==> src/core/sar_adc_pkg.sv <==
// shared constants and types of the converter control block
// assumes a 32-bit classic wishbone master and a 50 MHz clk_i
package sar_adc_pkg;
  // register byte addresses
  localparam logic [7:0] CTRL_OFS = 8'h00;
  localparam logic [7:0] SEL_OFS = 8'h04;
  localparam logic [7:0] LOW_OFS = 8'h08;
  localparam logic [7:0] HIGH_OFS = 8'h0c;
  localparam logic [7:0] STAT_OFS = 8'h10;
  // control register fields
  localparam int EN_BIT = 7;
  localparam int START_BIT = 6;
  localparam int FREE_BIT = 5;
  localparam int DONE_BIT = 4;
  localparam int DIV_LSB = 0;
  // select register fields
  localparam int CH_LSB = 0;
  localparam int LEFT_BIT = 5;
  localparam int REF_LSB = 6;
  // status register fields
  localparam int BUSY_BIT = 0;
  localparam int FIRST_BIT = 1;
  localparam int LOCK_BIT = 2;
  // widths
  localparam int RES_W = 10;
  localparam int CH_W = 5;
  localparam int REF_W = 2;
  localparam int DIV_W = 3;
  localparam int CNT_W = 5;
  localparam int PRE_W = 7;
  localparam int LEFT_PAD = 6;
  // converter clock cycle counts
  localparam logic [CNT_W-1:0] NORMAL_LEN = 5'h0d;
  localparam logic [CNT_W-1:0] DIFF_LEN = 5'h0e;
  localparam logic [CNT_W-1:0] EXT_LEN = 5'h19;
  localparam logic [CNT_W-1:0] SAMPLE_NORMAL = 5'h01;
  localparam logic [CNT_W-1:0] SAMPLE_DIFF = 5'h02;
  localparam logic [CNT_W-1:0] SAMPLE_EXT = 5'h0d;
  // channel codes that route through the gain stage
  localparam logic [CH_W-1:0] DIFF_FIRST = 5'h08;
  localparam logic [CH_W-1:0] DIFF_LAST = 5'h1d;
  // prescaler
  localparam logic [DIV_W-1:0] DIV_MIN_SEL = 3'h0;
  localparam logic [PRE_W-1:0] DIV_MIN_TOP = 7'h01;
  localparam logic [PRE_W-1:0] PRE_ONE = 7'h01;

  typedef enum logic {S_IDLE, S_CONVERT} conv_state_e;

  // everything the analog side needs, all from flops
  typedef struct packed {
    logic enable;
    logic [CH_W-1:0] channel;
    logic [REF_W-1:0] reference;
    logic gain_bypass;
    logic sample;
  } conv_ctrl_s;
endpackage

==> src/core/sel_buffer.sv <==
// temporary buffer for a selection field
// assumes load_i is synchronous to clk_i
`timescale 1ns/1ps
module sel_buffer #(
  parameter int W = 1
) (
  // clock and reset
  input wire logic clk_i,
  input wire logic rst_i,
  // update path
  input wire logic load_i,
  input wire logic [W-1:0] d_i,
  output logic [W-1:0] q_o
);
  typedef struct packed {
    logic [W-1:0] q;
  } buf_state_s;

  buf_state_s s_q;
  buf_state_s s_d;

  always_comb begin
    s_d = s_q;
    if (load_i) begin
      s_d.q = d_i;
    end
  end

  always_ff @(posedge clk_i) begin
    if (rst_i) begin
      s_q <= '0;
    end else begin
      s_q <= s_d;
    end
  end

  assign q_o = s_q.q;
endmodule // sel_buffer

==> src/core/conv_prescaler.sv <==
// converter clock prescaler: rise and fall enables of the divided clock
// assumes enable_i and div_sel_i come from logic on clk_i
`timescale 1ns/1ps
module conv_prescaler (
  // clock and reset
  input wire logic clk_i,
  input wire logic rst_i,
  // control
  input wire logic enable_i,
  input wire logic [sar_adc_pkg::DIV_W-1:0] div_sel_i,
  // divided clock events
  output logic rise_o,
  output logic fall_o,
  output logic half_rate_o
);
  typedef struct packed {
    logic [sar_adc_pkg::PRE_W-1:0] cnt;
    logic rise;
    logic fall;
    logic half;
  } pre_state_s;

  pre_state_s s_q;
  pre_state_s s_d;
  logic [sar_adc_pkg::PRE_W-1:0] top;

  always_comb begin
    s_d = s_q;
    top = sar_adc_pkg::DIV_MIN_TOP;
    if (div_sel_i != sar_adc_pkg::DIV_MIN_SEL) begin
      top = (sar_adc_pkg::PRE_ONE << div_sel_i) - sar_adc_pkg::PRE_ONE;
    end
    s_d.rise = 1'b0;
    s_d.fall = 1'b0;
    // held in reset for as long as the converter is off
    if (!enable_i) begin
      s_d = '0;
    end else begin
      s_d.cnt = s_q.cnt + sar_adc_pkg::PRE_ONE;
      if (s_q.cnt == top) begin
        s_d.cnt = '0;
        s_d.rise = 1'b1;
        s_d.half = !s_q.half;
      end
      if (s_q.cnt == (top >> 1)) begin
        s_d.fall = 1'b1;
      end
    end
  end

  always_ff @(posedge clk_i) begin
    if (rst_i) begin
      s_q <= '0;
    end else begin
      s_q <= s_d;
    end
  end

  assign rise_o = s_q.rise;
  assign fall_o = s_q.fall;
  assign half_rate_o = s_q.half;
endmodule // conv_prescaler

==> src/core/sar_adc_ctrl.sv <==
// control of a 10-bit successive approximation converter behind wishbone
// assumes the analog core is clocked logic on clk_i whose result_i is
// settled by the end of the conversion
//
// Decided for this implementation: the register addresses and the Wishbone register port.
`timescale 1ns/1ps
// Notes on behaviour
// - 10-bit result, right adjusted unless left alignment bit set.
// - after a low read, results are dropped until the high read.
// - reading the high half unlocks the result halves again.
// - completion flag still rises when a result is dropped.
// - writing start begins a conversion; bit stays high until done.
// - a channel change mid conversion applies only afterwards.
// - free running set by its bit; first conversion started by software.
// - free running restarts at once, start bit high, flag ignored.
// - enable bit gates all activity and selection updates.
// - prescaler counts only while enabled, held reset otherwise.
// - a requested conversion begins on the next converter clock rise.
// - sample 1.5 cycles after start, 2.5 in a 14-cycle one, 13.5 on the first after enabling.
// - completion stores result unless locked, sets flag, clears start in single mode.
// - 13 cycles normal, 14 some differential, 25 extended first.
// - channel select picks input and gain; single-ended bypasses gain.
// - reference select chooses the conversion reference.
// - selection buffer frozen during conversion, reopened in last cycle.
// - differential takes 14 cycles if started high or auto started.
module sar_adc_ctrl (
  // clock and reset
  input wire logic clk_i,
  input wire logic rst_i,
  // wishbone slave
  input wire logic wb_cyc_i,
  input wire logic wb_stb_i,
  input wire logic wb_we_i,
  input wire logic [7:0] wb_adr_i,
  input wire logic [3:0] wb_sel_i,
  input wire logic [31:0] wb_dat_i,
  output logic [31:0] wb_dat_o,
  output logic wb_ack_o,
  // analog core
  output sar_adc_pkg::conv_ctrl_s conv_o,
  input wire logic [sar_adc_pkg::RES_W-1:0] result_i,
  output logic conversion_done_o
);
  typedef struct packed {
    sar_adc_pkg::conv_state_e state;
    logic enable;
    logic start;
    logic free;
    logic flag;
    logic [sar_adc_pkg::DIV_W-1:0] div;
    logic [sar_adc_pkg::CH_W-1:0] channel;
    logic left;
    logic [sar_adc_pkg::REF_W-1:0] reference;
    logic [sar_adc_pkg::RES_W-1:0] result;
    logic lock;
    logic first;
    logic ext;
    logic frozen;
    logic [sar_adc_pkg::CNT_W-1:0] cyc;
    logic [sar_adc_pkg::CNT_W-1:0] len;
    logic [sar_adc_pkg::CNT_W-1:0] sample_at;
    logic sample;
    logic done;
    logic ack;
    logic [31:0] rdata;
  } ctrl_state_s;

  ctrl_state_s s_q;
  ctrl_state_s s_d;
  logic rise;
  logic fall;
  logic half_rate;
  logic bus_acc;
  logic complete;
  logic buf_load;
  logic reg_bypass;
  logic conv_diff;
  logic [sar_adc_pkg::CH_W-1:0] channel_q;
  logic bypass_q;
  logic [sar_adc_pkg::REF_W-1:0] reference_q;
  logic [7:0] res_low;
  logic [7:0] res_high;

  conv_prescaler u_prescaler (
    .clk_i(clk_i),
    .rst_i(rst_i),
    .enable_i(s_q.enable),
    .div_sel_i(s_q.div),
    .rise_o(rise),
    .fall_o(fall),
    .half_rate_o(half_rate)
  );

  // selections only reach the core while enabled and not frozen
  assign buf_load = s_q.enable && !s_q.frozen;
  assign reg_bypass = (s_q.channel < sar_adc_pkg::DIFF_FIRST) ||
    (s_q.channel > sar_adc_pkg::DIFF_LAST);
  assign conv_diff = !bypass_q;

  sel_buffer #(.W(sar_adc_pkg::CH_W + 1)) u_chan_buf (
    .clk_i(clk_i),
    .rst_i(rst_i),
    .load_i(buf_load),
    .d_i({reg_bypass, s_q.channel}),
    .q_o({bypass_q, channel_q})
  );

  sel_buffer #(.W(sar_adc_pkg::REF_W)) u_ref_buf (
    .clk_i(clk_i),
    .rst_i(rst_i),
    .load_i(buf_load),
    .d_i(s_q.reference),
    .q_o(reference_q)
  );

  // alignment is applied at read time, so the stored word stays 10 bits
  always_comb begin
    if (s_q.left) begin
      res_high = s_q.result[sar_adc_pkg::RES_W-1:2];
      res_low = {s_q.result[1:0], {sar_adc_pkg::LEFT_PAD{1'b0}}};
    end else begin
      res_high = {{sar_adc_pkg::LEFT_PAD{1'b0}}, s_q.result[sar_adc_pkg::RES_W-1:8]};
      res_low = s_q.result[7:0];
    end
  end

  always_comb begin
    s_d = s_q;
    s_d.sample = 1'b0;
    s_d.done = 1'b0;
    s_d.ack = 1'b0;
    complete = 1'b0;
    bus_acc = wb_cyc_i && wb_stb_i && !s_q.ack;
    // register access; every address answers, unmapped reads give zero
    if (bus_acc) begin
      s_d.ack = 1'b1;
      s_d.rdata = '0;
      if (wb_we_i) begin
        if (wb_adr_i == sar_adc_pkg::CTRL_OFS && wb_sel_i[0]) begin
          s_d.enable = wb_dat_i[sar_adc_pkg::EN_BIT];
          s_d.free = wb_dat_i[sar_adc_pkg::FREE_BIT];
          s_d.div = wb_dat_i[sar_adc_pkg::DIV_LSB +: sar_adc_pkg::DIV_W];
          if (wb_dat_i[sar_adc_pkg::START_BIT] && wb_dat_i[sar_adc_pkg::EN_BIT]) begin
            s_d.start = 1'b1;
          end
          if (wb_dat_i[sar_adc_pkg::DONE_BIT]) begin
            s_d.flag = 1'b0;
          end
          if (!wb_dat_i[sar_adc_pkg::EN_BIT]) begin
            s_d.state = sar_adc_pkg::S_IDLE;
            s_d.start = 1'b0;
            s_d.frozen = 1'b0;
            s_d.first = 1'b1;
          end
        end else if (wb_adr_i == sar_adc_pkg::SEL_OFS && wb_sel_i[0]) begin
          s_d.channel = wb_dat_i[sar_adc_pkg::CH_LSB +: sar_adc_pkg::CH_W];
          s_d.left = wb_dat_i[sar_adc_pkg::LEFT_BIT];
          s_d.reference = wb_dat_i[sar_adc_pkg::REF_LSB +: sar_adc_pkg::REF_W];
        end
      end else begin
        if (wb_adr_i == sar_adc_pkg::CTRL_OFS) begin
          s_d.rdata[sar_adc_pkg::EN_BIT] = s_q.enable;
          s_d.rdata[sar_adc_pkg::START_BIT] = s_q.start;
          s_d.rdata[sar_adc_pkg::FREE_BIT] = s_q.free;
          s_d.rdata[sar_adc_pkg::DONE_BIT] = s_q.flag;
          s_d.rdata[sar_adc_pkg::DIV_LSB +: sar_adc_pkg::DIV_W] = s_q.div;
        end else if (wb_adr_i == sar_adc_pkg::SEL_OFS) begin
          s_d.rdata[sar_adc_pkg::CH_LSB +: sar_adc_pkg::CH_W] = s_q.channel;
          s_d.rdata[sar_adc_pkg::LEFT_BIT] = s_q.left;
          s_d.rdata[sar_adc_pkg::REF_LSB +: sar_adc_pkg::REF_W] = s_q.reference;
        end else if (wb_adr_i == sar_adc_pkg::LOW_OFS) begin
          s_d.rdata[7:0] = res_low;
          s_d.lock = 1'b1;
        end else if (wb_adr_i == sar_adc_pkg::HIGH_OFS) begin
          s_d.rdata[7:0] = res_high;
          s_d.lock = 1'b0;
        end else if (wb_adr_i == sar_adc_pkg::STAT_OFS) begin
          s_d.rdata[sar_adc_pkg::BUSY_BIT] = (s_q.state == sar_adc_pkg::S_CONVERT);
          s_d.rdata[sar_adc_pkg::FIRST_BIT] = s_q.first;
          s_d.rdata[sar_adc_pkg::LOCK_BIT] = s_q.lock;
        end
      end
    end
    // sequencing runs on the converter clock; a disable write wins
    if (s_d.enable) begin
      if (s_q.state == sar_adc_pkg::S_CONVERT && fall && s_q.cyc == s_q.sample_at) begin
        s_d.sample = 1'b1;
      end
      if (rise) begin
        if (s_q.state == sar_adc_pkg::S_IDLE && s_q.start) begin
          s_d.state = sar_adc_pkg::S_CONVERT;
          s_d.cyc = '0;
          s_d.frozen = 1'b1;
          s_d.ext = s_q.first;
          if (s_q.first) begin
            s_d.len = sar_adc_pkg::EXT_LEN;
            s_d.sample_at = sar_adc_pkg::SAMPLE_EXT;
          end else if (conv_diff && half_rate) begin
            s_d.len = sar_adc_pkg::DIFF_LEN;
            s_d.sample_at = sar_adc_pkg::SAMPLE_DIFF;
          end else begin
            s_d.len = sar_adc_pkg::NORMAL_LEN;
            s_d.sample_at = sar_adc_pkg::SAMPLE_NORMAL;
          end
        end else if (s_q.state == sar_adc_pkg::S_CONVERT) begin
          s_d.cyc = s_q.cyc + 1'b1;
          if (s_d.cyc == s_q.len - 1'b1) begin
            s_d.frozen = 1'b0;
          end
          if (s_d.cyc == s_q.len) begin
            complete = 1'b1;
          end
        end
      end
    end
    if (complete) begin
      // set wins over a clear written in the same cycle
      s_d.flag = 1'b1;
      s_d.done = 1'b1;
      s_d.first = 1'b0;
      if (!s_q.lock) begin
        s_d.result = result_i;
      end
      if (s_d.free) begin
        // auto started: start stays high, flag state does not matter
        s_d.cyc = '0;
        s_d.frozen = 1'b1;
        s_d.ext = 1'b0;
        if (conv_diff) begin
          s_d.len = sar_adc_pkg::DIFF_LEN;
          s_d.sample_at = sar_adc_pkg::SAMPLE_DIFF;
        end else begin
          s_d.len = sar_adc_pkg::NORMAL_LEN;
          s_d.sample_at = sar_adc_pkg::SAMPLE_NORMAL;
        end
      end else begin
        s_d.state = sar_adc_pkg::S_IDLE;
        s_d.start = 1'b0;
      end
    end
  end

  always_ff @(posedge clk_i) begin
    if (rst_i) begin
      s_q <= '0;
      s_q.first <= 1'b1;
    end else begin
      s_q <= s_d;
    end
  end

  assign wb_dat_o = s_q.rdata;
  assign wb_ack_o = s_q.ack;
  assign conversion_done_o = s_q.done;
  // one driver for the whole struct, fields in declaration order
  assign conv_o = {s_q.enable, channel_q, reference_q, bypass_q, s_q.sample};
endmodule // sar_adc_ctrl

==> config.mk <==
export PLATFORM = sky130hd
export DESIGN_NAME = sar_adc_ctrl
export DESIGN_NICKNAME = d
export VERILOG_FILES = /design/src/core/sar_adc_pkg.sv /design/src/core/sel_buffer.sv /design/src/core/conv_prescaler.sv /design/src/core/sar_adc_ctrl.sv
export SDC_FILE = /design/constraint.sdc
export NUM_CORES = 1
export LEC_CHECK = 0
export BUFFER_PORTS_ARGS = -buffer_cell sky130_fd_sc_hd__buf_2
export CAP_MARGIN = 5
export CORE_MARGIN = 4
export CORE_UTILIZATION = 45
export CTS_CLUSTER_SIZE = 16
export DETAILED_ROUTE_END_ITERATION = 7
export HOLD_SLACK_MARGIN = 0.12
export PLACE_DENSITY = 0.69
export SYNTH_ARGS = -nofsm -noshare
export SYNTH_HDL_FRONTEND = slang
export SYNTH_HIERARCHICAL = 1
export SYNTH_SLANG_ARGS = --single-unit
==> constraint.sdc <==
create_clock -name clk_i -period 5.1 [get_ports clk_i]
set_input_delay 1.275 -clock clk_i [delete_from_list [all_inputs] [get_ports clk_i]]
set_output_delay 1.275 -clock clk_i [all_outputs]
set_load 0.02 [all_outputs]
==> impl_metrics.tcl <==
set metrics [dict create \
    final_cell_mix "dfxtp_1 (73), nor2_1 (60), buf_2 (51)" \
    grt_pass1_vias 3001 \
    synth_cells 445 \
    worstSkewPairLatency_ps 350 \
    drc_errors 0 \
    vdd_drop_max_uv 164.6 \
    htree_num_levels 3 \
    fin_nets 537 \
    regToRegEndpoint "s_q[45]" \
    cts_tree "yes" \
    drt_pass1_iterations 5 \
    antenna_found_initial 0 \
    port_buffers 51 \
    avgSynthCellArea_um2 8.820 \
    rsz0062_at_grt "false" \
    numClockSinks 73 \
    dpl_cell_area_um2 4016 \
    core_um2 8341 \
    criticalPathCategory "input pin to flip-flop" \
    cp_slowest_cell "mux2i_1" \
    fp.dieH_um 101.4 \
    min_path_type "flip-flop to flip-flop" \
    nFillCells 807 \
    r2r_start "wb_ack_o" \
    cp_cell_sequence "buf_2 -> nor4_2 -> and4bb_2 -> mux2i_1 -> and3_1 -> a21o_1 -> nor3_2" \
    start_kind "input pin" \
    synth_edf_count 0 \
    fmax_ghz 0.2872 \
    post_cts_buffers 0 \
    num_io_pins 103 \
    overflow 0 \
    wl_per_cell_um 14.80 \
    r2r_cells 6 \
    fin_crit_sh_pct 68.27 \
    slowest_delay_ps 660 \
    p_leak_nw 1.707 \
    diodes 0 \
    cts_buffer_depth 2 \
    cp_top_family "simple AND/OR/NAND/NOR gates" \
    worstMarginPinSlew_ps 874.3 \
    vias 3161 \
    critPathArrivalTime_ps 3730 \
    outcome "completed" \
    ys.flop_type "dfxtp_1" \
    crit_buf_inv 1 \
    maxCapViolations 0 \
    worst-r2r-setup-slack_ps 2200 \
    cts-root-buf "clkbuf_8" \
    cts_buffers 9 \
    grt_use_total_pct 17.18 \
    gp_congestion 0.8944 \
    async_reset_ff_share_pct 0 \
    grt_pass1_wl_mm 14.19 \
    area_delta_synth_final_pct 8.511 \
    final_common_cell "dfxtp_1" \
    ys_seq_elements 73 \
    crit_required_ps 5350 \
    worst-path-max-fanout 14 \
    fin_crit_ps 3482 \
    design_area_um2 4259 \
    via_per_inst 5.403 \
    cts_resized 0 \
    cp-startpoint "wb_adr_i[3]" \
    seq_area_frac_synth_pct 37.23 \
    die_w_um 101.4 \
    crit_path_end "s_q[45]" \
    drt-total-wl_mm 8.658 \
    clk_pin_slew_ps 80 \
    worst-path-stages 7 \
    slew_violations 0 \
    syn_area_um2 3925 \
    hold_buffers 0 \
    setup_viol 0 \
    yosysUniqueCellTypes 64 \
    hpwl_mm 6.337 \
    grt_max_degree 33 \
    max_slew_margin_pct 41.59 \
    drt_iter0_drc 224 \
    finalHoldViolations 0 \
    initial_core_util_pct 47.06 \
    drive_gt1_share_pct 18.96 \
    p_per_area_nw_per_um2 276.0 \
    dieArea_um2 10280 \
    std_cell_rows 33 \
    fin_setup_tns_ps 0 \
    critPathCaptureType "flip-flop" \
    synth_warnings 6 \
    finClkSkew_ps 9.240 \
    ant_nets 0 \
]
## area by class of cell
class	count	area, um2	area share, %
well taps	105	131.4	3.085
inverters	12	45.04	1.058
multi-input cells	326	2108	49.50
clock buffers	10	137.6	3.231
clock inverters	6	105.1	2.468
flip-flops and latches	73	1461	34.31
repair buffers	53	270.3	6.345
## worst min-delay path by stage
stage / slack [ps] / depth (start not counted) / startpoint / to
floorplan: 430 / 2 / wb_dat_o[2] / wb_dat_o[2]
global placement: 440 / 2 / wb_dat_o[2] / wb_dat_o[2]
detailed placement: 450 / 2 / u_prescaler/fall_o / conv_o[0]
CTS: 470 / 2 / u_prescaler/fall_o / conv_o[0]
global route: 480 / 2 / u_prescaler/fall_o / conv_o[0]
finish: 460 / 2 / u_prescaler/fall_o / conv_o[0]
## per-layer routing
metal / vias to the layer above / track usage (%) / part of all wire (%)
met4: 0 / 8.998 / 3.0
met5: - / 0 / 0
met3: 23 / 2.755 / 5.7
met2: 103 / 26.71 / 46
li1: 1554 / - / -
met1: 1481 / 22.93 / 45
## registers in the layout, indices dropped and copies added (netlist names)
register	count
conv_o	2
conversion_done_o	1
s_q	43
u_chan_buf/q_o	6
u_prescaler/fall_o	1
u_prescaler/half_rate_o	1
u_prescaler/rise_o	1
u_prescaler/s_q	7
u_ref_buf/q_o	2
wb_ack_o	1
wb_dat_o	8
## where the power goes
part / internal (W) / switching, W / total, W / leakage (nW)
combinational: 0.0000134 / 0.0000409 / 0.0000543 / 0.994
sequential: 0.000570 / 0.000000186 / 0.000570 / 0.588
clock: 0.000336 / 0.000215 / 0.000551 / 0.126
total: 0.000919 / 0.000256 / 0.00118 / 1.71
## tightest hold or removal path, stage by stage, from the launching register on
cell and delay (ps):
dfxtp_1 300, nand4_1 70, nor3_1 50
## synth_stat cells (3+ instances only)
master,n,area share (%)
nand2b_1,6,0.96
a21oi_1,29,3.7
dfxtp_1,73,37
nor2b_1,6,0.96
o21ai_0,7,0.89
a211oi_1,5,0.96
buf_2,3,0.38
a311oi_1,3,0.67
a2111oi_0,3,0.67
buf_6,5,1.4
xor2_1,14,3.1
xnor2_1,13,2.9
mux2i_1,34,8.7
mux2_2,3,0.86
nand4b_1,3,0.67
nor3b_1,4,0.77
nand2_1,26,2.5
and3_1,5,0.80
clkbuf_1,10,0.96
nor3_1,11,1.4
nor2_1,60,5.7
buf_4,37,7.1
inv_1,12,1.1
ha_1,3,0.96
nand3_1,17,2.2
## logic make-up (layout without fill, tap and decap cells)
logic type | after synthesis | in the layout | synth area share (%)
simple gates | 155 | 155 | 20.56
compound gates | 79 | 79 | 13.96
flops | 73 | 73 | 37.23
buf+inv | 69 | 81 | 11.25
mux | 38 | 38 | 9.914
xor+xnor | 27 | 27 | 6.025
fa+ha+maj | 3 | 3 | 0.9564
other cells | 1 | 24 | 0.09554
## per-stage QoR
| step | worst slack (ps) | power [W] | utilization [%] | std cells | hold WS, ps |
|---|---|---|---|---|---|
| floorplan | 2162 | 0.0006300 | - | 468 | 432.2 |
| global placement | 1343 | 0.0006358 | 48.15 | 569 | 439.3 |
| detailed placement | 1295 | 0.0006367 | 48.15 | 569 | 450.1 |
| CTS | 1678 | 0.001179 | 51.07 | 585 | 465.1 |
| global route | 1519 | 0.001212 | 51.07 | 585 | 479.4 |
| finish | 1618 | 0.001175 | 51.07 | 585 | 458.7 |
Note: power is estimated with default switching activity, not from simulation.
